`config.mk`:
```
export PLATFORM = sky130hd
export DESIGN_NAME = vtx_top
export DESIGN_NICKNAME = d
export VERILOG_FILES = /design/src/hw/vtx_pkg.sv /design/src/hw/vtx_irq.sv /design/src/hw/vtx_mem.sv /design/src/hw/vtx_top.sv
export VERILOG_INCLUDE_DIRS = /design/src /design/src/hw
export SDC_FILE = /design/constraint.sdc
export NUM_CORES = 2
export LEC_CHECK = 0
export ABC_AREA = 0
export ABC_CLOCK_PERIOD_IN_PS = 3720
export BUFFER_PORTS_ARGS = -buffer_cell sky130_fd_sc_hd__buf_2
export CAP_MARGIN = 0
export CORE_MARGIN = 2
export CORE_UTILIZATION = 60
export DETAILED_ROUTE_END_ITERATION = 16
export PLACE_DENSITY = 0.85
export SYNTH_ARGS = -nofsm -noshare
export SYNTH_HDL_FRONTEND = slang
export SYNTH_SLANG_ARGS = --single-unit
export TNS_END_PERCENT = 10
```
`constraint.sdc`:
```
create_clock -name sys_clk -period 3.72 [get_ports sys_clk]
set_input_delay 0.744 -clock sys_clk [delete_from_list [all_inputs] [get_ports sys_clk]]
set_output_delay 0.744 -clock sys_clk [all_outputs]
set_load 0.02 [all_outputs]
```
`src/hw/vtx_params.svh`:
```
// constants for the voice transmit fifo block: offsets, fields, sizes
`ifndef VTX_PARAMS_SVH
`define VTX_PARAMS_SVH

// register indices; the byte address is four times the index
`define VTX_IDX_DATA      14'h2750
`define VTX_IDX_MUTE      14'h2751
`define VTX_IDX_CTRL      14'h2752
`define VTX_IDX_RDPTR     14'h2753
`define VTX_IDX_WRPTR     14'h2754
`define VTX_IDX_STAT      14'h275A
`define VTX_IDX_SIZE      14'h275B
`define VTX_IDX_IRQ_STAT  14'h275C
`define VTX_IDX_IRQ_MASK  14'h275D
`define VTX_IDX_MEM_FIRST 14'h2600
`define VTX_IDX_MEM_LAST  14'h267F

// control register fields
`define VTX_CTL_FILL      0
`define VTX_CTL_CLR       1
`define VTX_CTL_MUTE      2
`define VTX_CTL_GO        3

// status register fields
`define VTX_STS_POP       2
`define VTX_STS_PUSH      3
`define VTX_STS_BUSY      4

// event bits of the interrupt status and mask registers
`define VTX_EV_OVF        0
`define VTX_EV_UNF        1
`define VTX_EV_FILL_DONE  2
`define VTX_EV_DMA_DONE   3
`define VTX_EV_W          4
`define VTX_EV_PTR_CLR    4'h3

// storage geometry and reset values
`define VTX_DEPTH         128
`define VTX_IDX_W         7
`define VTX_FILL_LAST     7'h7F
`define VTX_RST_BYTE      8'h00
`define VTX_RST_WORD      32'h00000000

`endif

```
`src/hw/vtx_pkg.sv`:
```
// types shared by the voice transmit fifo block
package vtx_pkg;
    typedef logic [7:0] vtx_byte_t;
    typedef logic [7:0] vtx_ptr_t;
    typedef enum logic [0:0] {
        VTX_DMA_IDLE = 1'b0,
        VTX_DMA_RUN  = 1'b1
    } vtx_dma_st_t;
    typedef enum logic [0:0] {
        VTX_FILL_IDLE = 1'b0,
        VTX_FILL_RUN  = 1'b1
    } vtx_fill_st_t;
endpackage : vtx_pkg

```
`src/hw/vtx_irq.sv`:
```
// sticky event flags, write-one-to-clear, mask and level interrupt
`include "vtx_params.svh"
module vtx_irq (
    input  wire logic                 sys_clk,   // system clock
    input  wire logic                 rstn,      // sync reset, low
    input  wire logic [`VTX_EV_W-1:0] set_ev,    // event pulses
    input  wire logic [`VTX_EV_W-1:0] hw_clr,    // clear from hardware
    input  wire logic                 w1c_we,    // status write strobe
    input  wire logic                 mask_we,   // mask write strobe
    input  wire logic [`VTX_EV_W-1:0] wdata,     // write data
    output logic      [`VTX_EV_W-1:0] stat,      // sticky flags
    output logic      [`VTX_EV_W-1:0] mask,      // mask, 1 enables
    output logic                      irq        // level interrupt
);
    logic [`VTX_EV_W-1:0] stat_r, stat_nxt, mask_r, mask_nxt;
    logic                 irq_r, irq_nxt;

    always_comb begin
        stat_nxt = stat_r & ~hw_clr;
        if (w1c_we) begin
            stat_nxt = stat_nxt & ~wdata;
        end
        // an event in the clearing cycle survives
        stat_nxt = stat_nxt | set_ev;
        mask_nxt = mask_we ? wdata : mask_r;
        irq_nxt  = |(stat_nxt & mask_nxt);
    end

    always_ff @(posedge sys_clk) begin
        if (!rstn) begin
            stat_r <= '0;
            mask_r <= '0;
            irq_r  <= 1'b0;
        end else begin
            stat_r <= stat_nxt;
            mask_r <= mask_nxt;
            irq_r  <= irq_nxt;
        end
    end

    assign stat = stat_r;
    assign mask = mask_r;
    assign irq  = irq_r;
endmodule : vtx_irq

```
`src/hw/vtx_mem.sv`:
```
// 128-byte fifo storage in flip-flops, one write port, two read ports
`include "vtx_params.svh"
module vtx_mem (
    input  wire logic                  sys_clk, // system clock
    input  wire logic                  rstn,    // sync reset, low
    input  wire logic                  we,      // write strobe
    input  wire logic [`VTX_IDX_W-1:0] waddr,   // write index
    input  wire vtx_pkg::vtx_byte_t    wdata,   // write byte
    input  wire logic [`VTX_IDX_W-1:0] raddr_a, // read index a
    output vtx_pkg::vtx_byte_t         rdata_a, // read byte a
    input  wire logic [`VTX_IDX_W-1:0] raddr_b, // read index b
    output vtx_pkg::vtx_byte_t         rdata_b  // read byte b
);
    import vtx_pkg::*;

    vtx_byte_t mem_r   [`VTX_DEPTH];
    vtx_byte_t mem_nxt [`VTX_DEPTH];

    always_comb begin
        for (int i = 0; i < `VTX_DEPTH; i++) begin
            mem_nxt[i] = mem_r[i];
        end
        if (we) begin
            mem_nxt[waddr] = wdata;
        end
    end

    always_ff @(posedge sys_clk) begin
        for (int i = 0; i < `VTX_DEPTH; i++) begin
            mem_r[i] <= rstn ? mem_nxt[i] : `VTX_RST_BYTE;
        end
    end

    assign rdata_a = mem_r[raddr_a];
    assign rdata_b = mem_r[raddr_b];
endmodule : vtx_mem

```
`src/hw/vtx_top.sv`:
```
// voice transmit fifo with register port, mute, fill and dma launch
`include "vtx_params.svh"
module vtx_top (
    input  wire logic               sys_clk,         // 40 MHz clock
    input  wire logic               rstn,            // sync reset, low
    input  wire logic [15:0]        avs_address,     // byte address
    input  wire logic               avs_read,        // read request
    input  wire logic               avs_write,       // write request
    input  wire logic [31:0]        avs_writedata,   // write data
    input  wire logic [3:0]         avs_byteenable,  // byte lanes
    output logic      [31:0]        avs_readdata,    // read data
    output logic                    avs_waitrequest, // stall
    input  wire logic               enc_valid,       // encoder byte
    input  wire vtx_pkg::vtx_byte_t enc_data,        // encoder data
    output logic                    mac_valid,       // byte to mac
    output vtx_pkg::vtx_byte_t      mac_data,        // byte to mac
    input  wire logic               mac_ready,       // mac accepts
    output logic                    irq              // interrupt
);
    import vtx_pkg::*;

    function automatic logic f_full(vtx_ptr_t rp, vtx_ptr_t wp);
        f_full = (rp[6:0] == wp[6:0]) && (rp[7] != wp[7]);
    endfunction : f_full

    function automatic logic f_empty(vtx_ptr_t rp, vtx_ptr_t wp);
        f_empty = (rp == wp);
    endfunction : f_empty

    function automatic vtx_ptr_t f_inc(vtx_ptr_t p);
        f_inc = vtx_ptr_t'(p + 8'h01);
    endfunction : f_inc

    logic          wait_r, wait_nxt;
    logic [31:0]   rdata_r, rdata_nxt;
    vtx_byte_t     mute_byte_r, mute_byte_nxt;
    logic          mute_en_r, mute_en_nxt;
    vtx_ptr_t      rp_r, rp_nxt, wp_r, wp_nxt;
    vtx_byte_t     size_r, size_nxt;
    logic          push_act_r, push_act_nxt, pop_act_r, pop_act_nxt;
    vtx_fill_st_t  fill_st_r, fill_st_nxt;
    logic [6:0]    fill_idx_r, fill_idx_nxt;
    vtx_dma_st_t   dma_st_r, dma_st_nxt;
    vtx_byte_t     dma_left_r, dma_left_nxt;
    logic          mac_valid_r, mac_valid_nxt;
    vtx_byte_t     mac_data_r, mac_data_nxt;

    logic [13:0]   idx;
    logic          is_port, is_win, fill_busy, enc_push, bus_go, bus_wr;
    logic          bus_push, bus_pop, full, empty, push_req, push_ok;
    logic          pop_ok, dma_pop, ovf, unf, ctl_wr, clr_pulse;
    logic          fill_go, dma_go, fill_done, dma_done;
    logic          mem_we;
    logic [6:0]    mem_waddr;
    vtx_byte_t     mem_wdata, rd_a, rd_b;
    logic [`VTX_EV_W-1:0] ev_set, ev_stat, ev_mask;

    // bus decode and arbitration against encoder and fill
    always_comb begin
        idx       = avs_address[15:2];
        is_port   = (idx == `VTX_IDX_DATA);
        is_win    = (idx >= `VTX_IDX_MEM_FIRST) && (idx <= `VTX_IDX_MEM_LAST);
        fill_busy = (fill_st_r == VTX_FILL_RUN);
        enc_push  = enc_valid && !fill_busy;
        // storage accesses wait while the encoder or fill owns the port
        bus_go    = (avs_read || avs_write) && wait_r
                    && !((is_port || is_win) && (enc_push || fill_busy));
        bus_wr    = bus_go && avs_write && avs_byteenable[0];
        bus_push  = bus_wr && is_port;
        bus_pop   = bus_go && avs_read && is_port;
        ctl_wr    = bus_wr && (idx == `VTX_IDX_CTRL);
        clr_pulse = ctl_wr && avs_writedata[`VTX_CTL_CLR];
        fill_go   = ctl_wr && avs_writedata[`VTX_CTL_FILL] && !fill_busy;
        dma_go    = ctl_wr && avs_writedata[`VTX_CTL_GO];
        full      = f_full(rp_r, wp_r);
        empty     = f_empty(rp_r, wp_r);
        push_req  = enc_push || bus_push;
        push_ok   = push_req && !full;
        ovf       = push_req && full;
        unf       = bus_pop && empty;
        dma_pop   = (dma_st_r == VTX_DMA_RUN) && (dma_left_r != 8'h00)
                    && (!mac_valid_r || mac_ready) && !empty
                    && !bus_pop && !fill_busy;
        pop_ok    = (bus_pop && !empty) || dma_pop;
    end

    // storage write port: fill, then push, then the direct window
    always_comb begin
        mem_we    = 1'b0;
        mem_waddr = wp_r[6:0];
        mem_wdata = enc_push ? enc_data : avs_writedata[7:0];
        if (fill_busy) begin
            mem_we    = 1'b1;
            mem_waddr = fill_idx_r;
            mem_wdata = mute_byte_r;
        end else if (push_ok) begin
            mem_we    = 1'b1;
        end else if (bus_wr && is_win) begin
            mem_we    = 1'b1;
            mem_waddr = idx[6:0];
            mem_wdata = avs_writedata[7:0];
        end
    end

    vtx_mem u_mem (
        .sys_clk (sys_clk),
        .rstn    (rstn),
        .we      (mem_we),
        .waddr   (mem_waddr),
        .wdata   (mem_wdata),
        .raddr_a (rp_r[6:0]),
        .rdata_a (rd_a),
        .raddr_b (idx[6:0]),
        .rdata_b (rd_b)
    );

    // pointers, registers, fill and dma sequencing
    always_comb begin
        rp_nxt        = pop_ok ? f_inc(rp_r) : rp_r;
        wp_nxt        = push_ok ? f_inc(wp_r) : wp_r;
        mute_byte_nxt = mute_byte_r;
        mute_en_nxt   = mute_en_r;
        size_nxt      = size_r;
        if (bus_wr && idx == `VTX_IDX_RDPTR) begin
            rp_nxt = avs_writedata[7:0];
        end
        if (bus_wr && idx == `VTX_IDX_WRPTR) begin
            wp_nxt = avs_writedata[7:0];
        end
        if (clr_pulse) begin
            rp_nxt = 8'h00;
            wp_nxt = 8'h00;
        end
        if (bus_wr && idx == `VTX_IDX_MUTE) begin
            mute_byte_nxt = avs_writedata[7:0];
        end
        if (ctl_wr) begin
            mute_en_nxt = avs_writedata[`VTX_CTL_MUTE];
        end
        if (bus_wr && idx == `VTX_IDX_SIZE) begin
            size_nxt = avs_writedata[7:0];
        end
        push_act_nxt = push_ok;
        pop_act_nxt  = pop_ok;

        fill_st_nxt  = fill_st_r;
        fill_idx_nxt = fill_idx_r;
        fill_done    = 1'b0;
        unique case (fill_st_r)
            VTX_FILL_IDLE: begin
                if (fill_go) begin
                    fill_st_nxt  = VTX_FILL_RUN;
                    fill_idx_nxt = 7'h00;
                end
            end
            VTX_FILL_RUN: begin
                fill_idx_nxt = 7'(fill_idx_r + 7'h01);
                if (fill_idx_r == `VTX_FILL_LAST) begin
                    fill_st_nxt = VTX_FILL_IDLE;
                    fill_done   = 1'b1;
                end
            end
        endcase

        dma_st_nxt   = dma_st_r;
        dma_left_nxt = dma_pop ? 8'(dma_left_r - 8'h01) : dma_left_r;
        dma_done     = 1'b0;
        unique case (dma_st_r)
            VTX_DMA_IDLE: begin
                if (dma_go) begin
                    dma_st_nxt   = VTX_DMA_RUN;
                    dma_left_nxt = size_r;
                end
            end
            VTX_DMA_RUN: begin
                if (dma_left_r == 8'h00) begin
                    dma_st_nxt = VTX_DMA_IDLE;
                    dma_done   = 1'b1;
                end
            end
        endcase

        mac_valid_nxt = mac_valid_r && !mac_ready;
        mac_data_nxt  = mac_data_r;
        if (dma_pop) begin
            mac_valid_nxt = 1'b1;
            mac_data_nxt  = mute_en_r ? mute_byte_r : rd_a;
        end
    end

    // bus answer: stall until accepted, one cycle if storage is not blocked, then waitrequest low for one edge
    always_comb begin
        wait_nxt  = !bus_go;
        rdata_nxt = rdata_r;
        if (bus_go) begin
            rdata_nxt = `VTX_RST_WORD;
            if (is_win) begin
                rdata_nxt[7:0] = rd_b;
            end else begin
                unique case (idx)
                    `VTX_IDX_DATA:     rdata_nxt[7:0] = rd_a;
                    `VTX_IDX_MUTE:     rdata_nxt[7:0] = mute_byte_r;
                    // go, clear and fill bits are write-only
                    `VTX_IDX_CTRL:     rdata_nxt[`VTX_CTL_MUTE] = mute_en_r;
                    `VTX_IDX_RDPTR:    rdata_nxt[7:0] = rp_r;
                    `VTX_IDX_WRPTR:    rdata_nxt[7:0] = wp_r;
                    `VTX_IDX_STAT: begin
                        rdata_nxt[`VTX_STS_BUSY] = fill_busy;
                        rdata_nxt[`VTX_STS_PUSH] = push_act_r;
                        rdata_nxt[`VTX_STS_POP]  = pop_act_r;
                    end
                    `VTX_IDX_SIZE:     rdata_nxt[7:0] = size_r;
                    `VTX_IDX_IRQ_STAT: rdata_nxt[3:0] = ev_stat;
                    `VTX_IDX_IRQ_MASK: rdata_nxt[3:0] = ev_mask;
                    default:           rdata_nxt = `VTX_RST_WORD;
                endcase
            end
        end
    end

    always_ff @(posedge sys_clk) begin
        if (!rstn) begin
            wait_r      <= 1'b1;
            rdata_r     <= `VTX_RST_WORD;
            mute_byte_r <= `VTX_RST_BYTE;
            mute_en_r   <= 1'b0;
            rp_r        <= `VTX_RST_BYTE;
            wp_r        <= `VTX_RST_BYTE;
            size_r      <= `VTX_RST_BYTE;
            push_act_r  <= 1'b0;
            pop_act_r   <= 1'b0;
            fill_st_r   <= VTX_FILL_IDLE;
            fill_idx_r  <= 7'h00;
            dma_st_r    <= VTX_DMA_IDLE;
            dma_left_r  <= `VTX_RST_BYTE;
            mac_valid_r <= 1'b0;
            mac_data_r  <= `VTX_RST_BYTE;
        end else begin
            wait_r      <= wait_nxt;
            rdata_r     <= rdata_nxt;
            mute_byte_r <= mute_byte_nxt;
            mute_en_r   <= mute_en_nxt;
            rp_r        <= rp_nxt;
            wp_r        <= wp_nxt;
            size_r      <= size_nxt;
            push_act_r  <= push_act_nxt;
            pop_act_r   <= pop_act_nxt;
            fill_st_r   <= fill_st_nxt;
            fill_idx_r  <= fill_idx_nxt;
            dma_st_r    <= dma_st_nxt;
            dma_left_r  <= dma_left_nxt;
            mac_valid_r <= mac_valid_nxt;
            mac_data_r  <= mac_data_nxt;
        end
    end

    always_comb begin
        ev_set = '0;
        ev_set[`VTX_EV_OVF]       = ovf;
        ev_set[`VTX_EV_UNF]       = unf;
        ev_set[`VTX_EV_FILL_DONE] = fill_done;
        ev_set[`VTX_EV_DMA_DONE]  = dma_done;
    end

    vtx_irq u_irq (
        .sys_clk (sys_clk),
        .rstn    (rstn),
        .set_ev  (ev_set),
        .hw_clr  (clr_pulse ? `VTX_EV_PTR_CLR : 4'h0),
        .w1c_we  (bus_wr && idx == `VTX_IDX_IRQ_STAT),
        .mask_we (bus_wr && idx == `VTX_IDX_IRQ_MASK),
        .wdata   (avs_writedata[3:0]),
        .stat    (ev_stat),
        .mask    (ev_mask),
        .irq     (irq)
    );

    assign avs_waitrequest = wait_r;
    assign avs_readdata    = rdata_r;
    assign mac_valid       = mac_valid_r;
    assign mac_data        = mac_data_r;

    fill_span_a: assert property (@(posedge sys_clk) disable iff (!rstn)
        fill_go |=> fill_busy [*8] ##120 fill_busy ##1 !fill_busy)
        else $error("fill busy not held for 128 cycles");
    fill_value_a: assert property (@(posedge sys_clk) disable iff (!rstn)
        fill_busy |-> mem_we && mem_wdata == mute_byte_r)
        else $error("fill does not write the mute byte");
    clr_ptr_a: assert property (@(posedge sys_clk) disable iff (!rstn)
        clr_pulse |=> rp_r == 8'h00 && wp_r == 8'h00 && !ev_stat[`VTX_EV_UNF]
                      && ($past(ovf) || !ev_stat[`VTX_EV_OVF]))
        else $error("clear left pointers or flags set");
    dma_start_a: assert property (@(posedge sys_clk) disable iff (!rstn)
        (dma_go && dma_st_r == VTX_DMA_IDLE)
            |=> dma_st_r == VTX_DMA_RUN && dma_left_r == $past(size_r))
        else $error("dma did not start with programmed size");
    push_order_a: assert property (@(posedge sys_clk) disable iff (!rstn)
        (push_ok && !clr_pulse && !(bus_wr && idx == `VTX_IDX_WRPTR))
            |=> wp_r == f_inc($past(wp_r)) && push_act_r)
        else $error("push did not advance write pointer");
    ovf_flag_a: assert property (@(posedge sys_clk) disable iff (!rstn)
        (push_req && full && !clr_pulse && !(bus_wr && idx == `VTX_IDX_WRPTR))
            |=> ev_stat[`VTX_EV_OVF] && wp_r == $past(wp_r))
        else $error("push into full fifo not flagged");
    mute_path_a: assert property (@(posedge sys_clk) disable iff (!rstn)
        (dma_pop && mute_en_r) |=> mac_valid && mac_data == $past(mute_byte_r))
        else $error("mute byte not substituted");
    pop_flag_a: assert property (@(posedge sys_clk) disable iff (!rstn)
        pop_act_r == $past(pop_ok) && (pop_act_r || !$past(dma_pop)))
        else $error("pop active flag wrong");
    bus_answer_a: assert property (@(posedge sys_clk) disable iff (!rstn)
        bus_go |=> !avs_waitrequest ##1 avs_waitrequest)
        else $error("bus answer not one cycle after acceptance");
endmodule : vtx_top

```
==> impl_metrics.ini <==
[layout]
fillers = 6665
synthToLayoutAreaGrowth_pct = 13.7
fin_util_pct = 68.9
drive_gt1_share_pct = 20.9
final_net_count = 5849

[drt]
drt_iter0_drc = 8596
vias = 50807
viasPerCell = 7.10
first_pass_iters = 7
drtAntennaViolNets = 0
wl_um = 221000
routedWlPerCell_um = 30.8
drc = 0

[floorplanning]
row_count = 115
die_area_um2 = 102000
fp.dieW_um = 319
start_util_pct = 60.5
die_y_um = 319
ios = 109
coreArea_um2 = 98300

[setup_path]
reg2reg_slack_ns = -0.01
cp_slowest_stage_delay_ns = 0.80
critPathLaunchType = flop
crit_fanout = 44
cp_common_cell = buf_12
cp.arrival_ns = 4.36
critPathKind = reg -> reg
critPathSlowestCell = a211oi_1
cp_data_required_time_ns = 4.35
crit_chain = buf_12 > buf_12 > mux4_2 > mux2i_1 > a211oi_1 > nand4_1 > or3_1 > a31oi_1
end_kind = flop

[global_routing]
grt_max_degree = 247
grt_pass1_wl_um = 322000
antenna_found_initial = 7
grtUsageTotal_pct = 42.2
globalRoute.totalOverflow = 0
grt_pass1_vias = 48641

[logic_synthesis]
yosys.cell_types.count = 95
syn-cell-area_um2 = 59500
async_flop_share_pct = 0
synth_top_area_share_pct = 37.3
synth_edf_count = 0
synth_most_common_cell = mux2i_1
postSynthCellCount = 5652
ys.flop_type = dfxtp_1
synth_warnings = 0
yosys.area.top_type = dfxtp_1
yosys_register_bits = 1110
synth_common_cells = mux2i_1 (1337), nand2_1 (1187), dfxtp_1 (1110), mux4_2 (391), clkbuf_1 (360)
avgSynthCellArea_um2 = 10.5
seq_area_frac_synth_pct = 37.3
synth_area_leaders = dfxtp_1 (37%), mux2i_1 (22%), mux4_2 (15%)

[placed_design]
gp_congestion = 1.09
io_buffers = 55
dp_slack_ns = -0.0407
dp_hpwl_um = 150000

[cts]
clk_path_buf_depth = 3
path_clk_slew_ns = 0.07
cts_tree = yes
post_cts_buffers = 0
cts.repair.resized = 0
cts_buffers = 114
cts_sinks = 1110
cts_hold_buf = 0
clockRootBuffer = clkbuf_16
clkLatencyLatePin_ns = 0.74
htree_levels = 3

[sta]
min_period_ns = 3.73
fin_skew_ns = 0.0350
setup_violations = 1
drv_slew = 0
worstMarginPinSlew_ns = 1.42
rsz0062_at_grt = no
fin_crit_sh_pct = 100
fin_ws_ns = -0.0147
max_slew_margin_pct = 5.28
timing.fmax_mhz = 268
finalHoldViolCount = 0

[status]
outcome = finished, violations left
violations = setup timing

[power_and_ir_drop]
cellLeakagePower_nw = 27.1
powerDensity_nw_per_um2 = 374
ir_drop_v = 0.000362

[hold_path]
min_path_type = in -> reg

[run]
maxCapViolCount = 0
-- logic make-up (layout without fill, tap and decap cells) --
family / Yosys count / in the layout / share of synthesized area, %
simple gates: 1711 / 1711 / 14.4
xor+xnor: 30 / 30 / 0.442
compound gates: 527 / 527 / 6.35
mux: 1739 / 1739 / 37.5
flops: 1110 / 1110 / 37.3
buf+inv: 530 / 720 / 3.88
other cells: 1 / 31 / 0.00630
fa+ha+maj: 4 / 4 / 0.0841
-- sequential cells by signal, summed over array words and instances (netlist names), named ones only --
| signal | cells |
|---|---|
| size_r | 8 |
| push_act_r | 1 |
| avs_readdata | 8 |
| rp_r | 8 |
| avs_waitrequest | 1 |
| mac_valid | 1 |
| pop_act_r | 1 |
| u_irq.mask | 4 |
| mute_en_r | 1 |
| fill_busy | 1 |
| u_irq.irq | 1 |
| u_mem.mem_r | 1024 |
| dma_left_r | 8 |
| mute_byte_r | 8 |
| u_irq.stat | 4 |
| mac_data | 8 |
| dma_st_r | 1 |
| fill_idx_r | 7 |
| wp_r | 8 |
-- stage by stage --
stage	area [um2]	power (mW)	TNS, ns	instances	hold slack (ns)
detailed placement	64000	13.8	-0.383	6950	0.457
CTS	67600	25.2	0	7152	0.406
global placement	64000	13.8	0	6950	0.448
global route	67700	25.7	0	7152	0.432
floorplan	59600	13.2	0	5675	0.441
finish	67700	25.3	-0.0147	7159	0.425
-- critical path: cells and delay by family, from the launching register on --
family / cells / cell delay (ns)
AO/OA/AOI/OAI: 2 / 1.04
buffers and inverters: 2 / 0.59
flip-flops: 1 / 0.47
multiplexers: 2 / 0.47
AND/OR/NAND/NOR: 2 / 0.95
-- cells in the final DEF, fill, tap and decap left out, drive strengths merged, types with 55 or more instances in the layout --
cell type / count
mux2i: 1337
nand2: 1202
dfxtp: 1110
buf: 495
mux4: 391
nor2: 185
clkbuf: 159
o21ai: 79
o22ai: 76
a21oi: 73
nor3: 69
o221ai: 55
-- final cells by class --
cell class / instances / area, um2 / share of cell area [%]
Timing Repair Buffer: 495 / 4920 / 7.28
Inverter: 23 / 86.3 / 0.128
Clock inverter: 43 / 479 / 0.708
Clock buffer: 159 / 3210 / 4.75
Multi-Input combinational cell: 4035 / 35100 / 51.9
Sequential cell: 1110 / 22200 / 32.9
Antenna cell: 7 / 17.5 / 0.0259
Tap cell: 1287 / 1610 / 2.38
-- layer usage --
metal	global-route usage, %	routed length, um
met5	0.567	83
met4	25.7	16300
met3	14.1	30600
met2	62.2	94300
met1	53.6	79400
-- power by group --
| group | total (mW) | switching (mW) | leakage [nW] | internal [mW] |
|---|---|---|---|---|
| combinational | 1.71 | 1.22 | 16.3 | 0.489 |
| clock | 11.7 | 5.10 | 1.81 | 6.56 |
| sequential | 11.9 | 0.0246 | 8.94 | 11.9 |
| total | 25.3 | 6.35 | 27.1 | 19.0 |
-- worst paths after layout --
| kind | start | to | cells after the start |
|---|---|---|---|
| worst max-delay path | flop | avs_readdata[1] | 8 |
| worst min-delay path | avs_writedata[5] | wp_r[5] | 3 |
| worst min register to register | u_mem.mem_r[93][5] | u_mem.mem_r[93][5] | 2 |
| worst max register to register | flop | avs_readdata[1] | 8 |
Power figures use the tool's default switching activity.
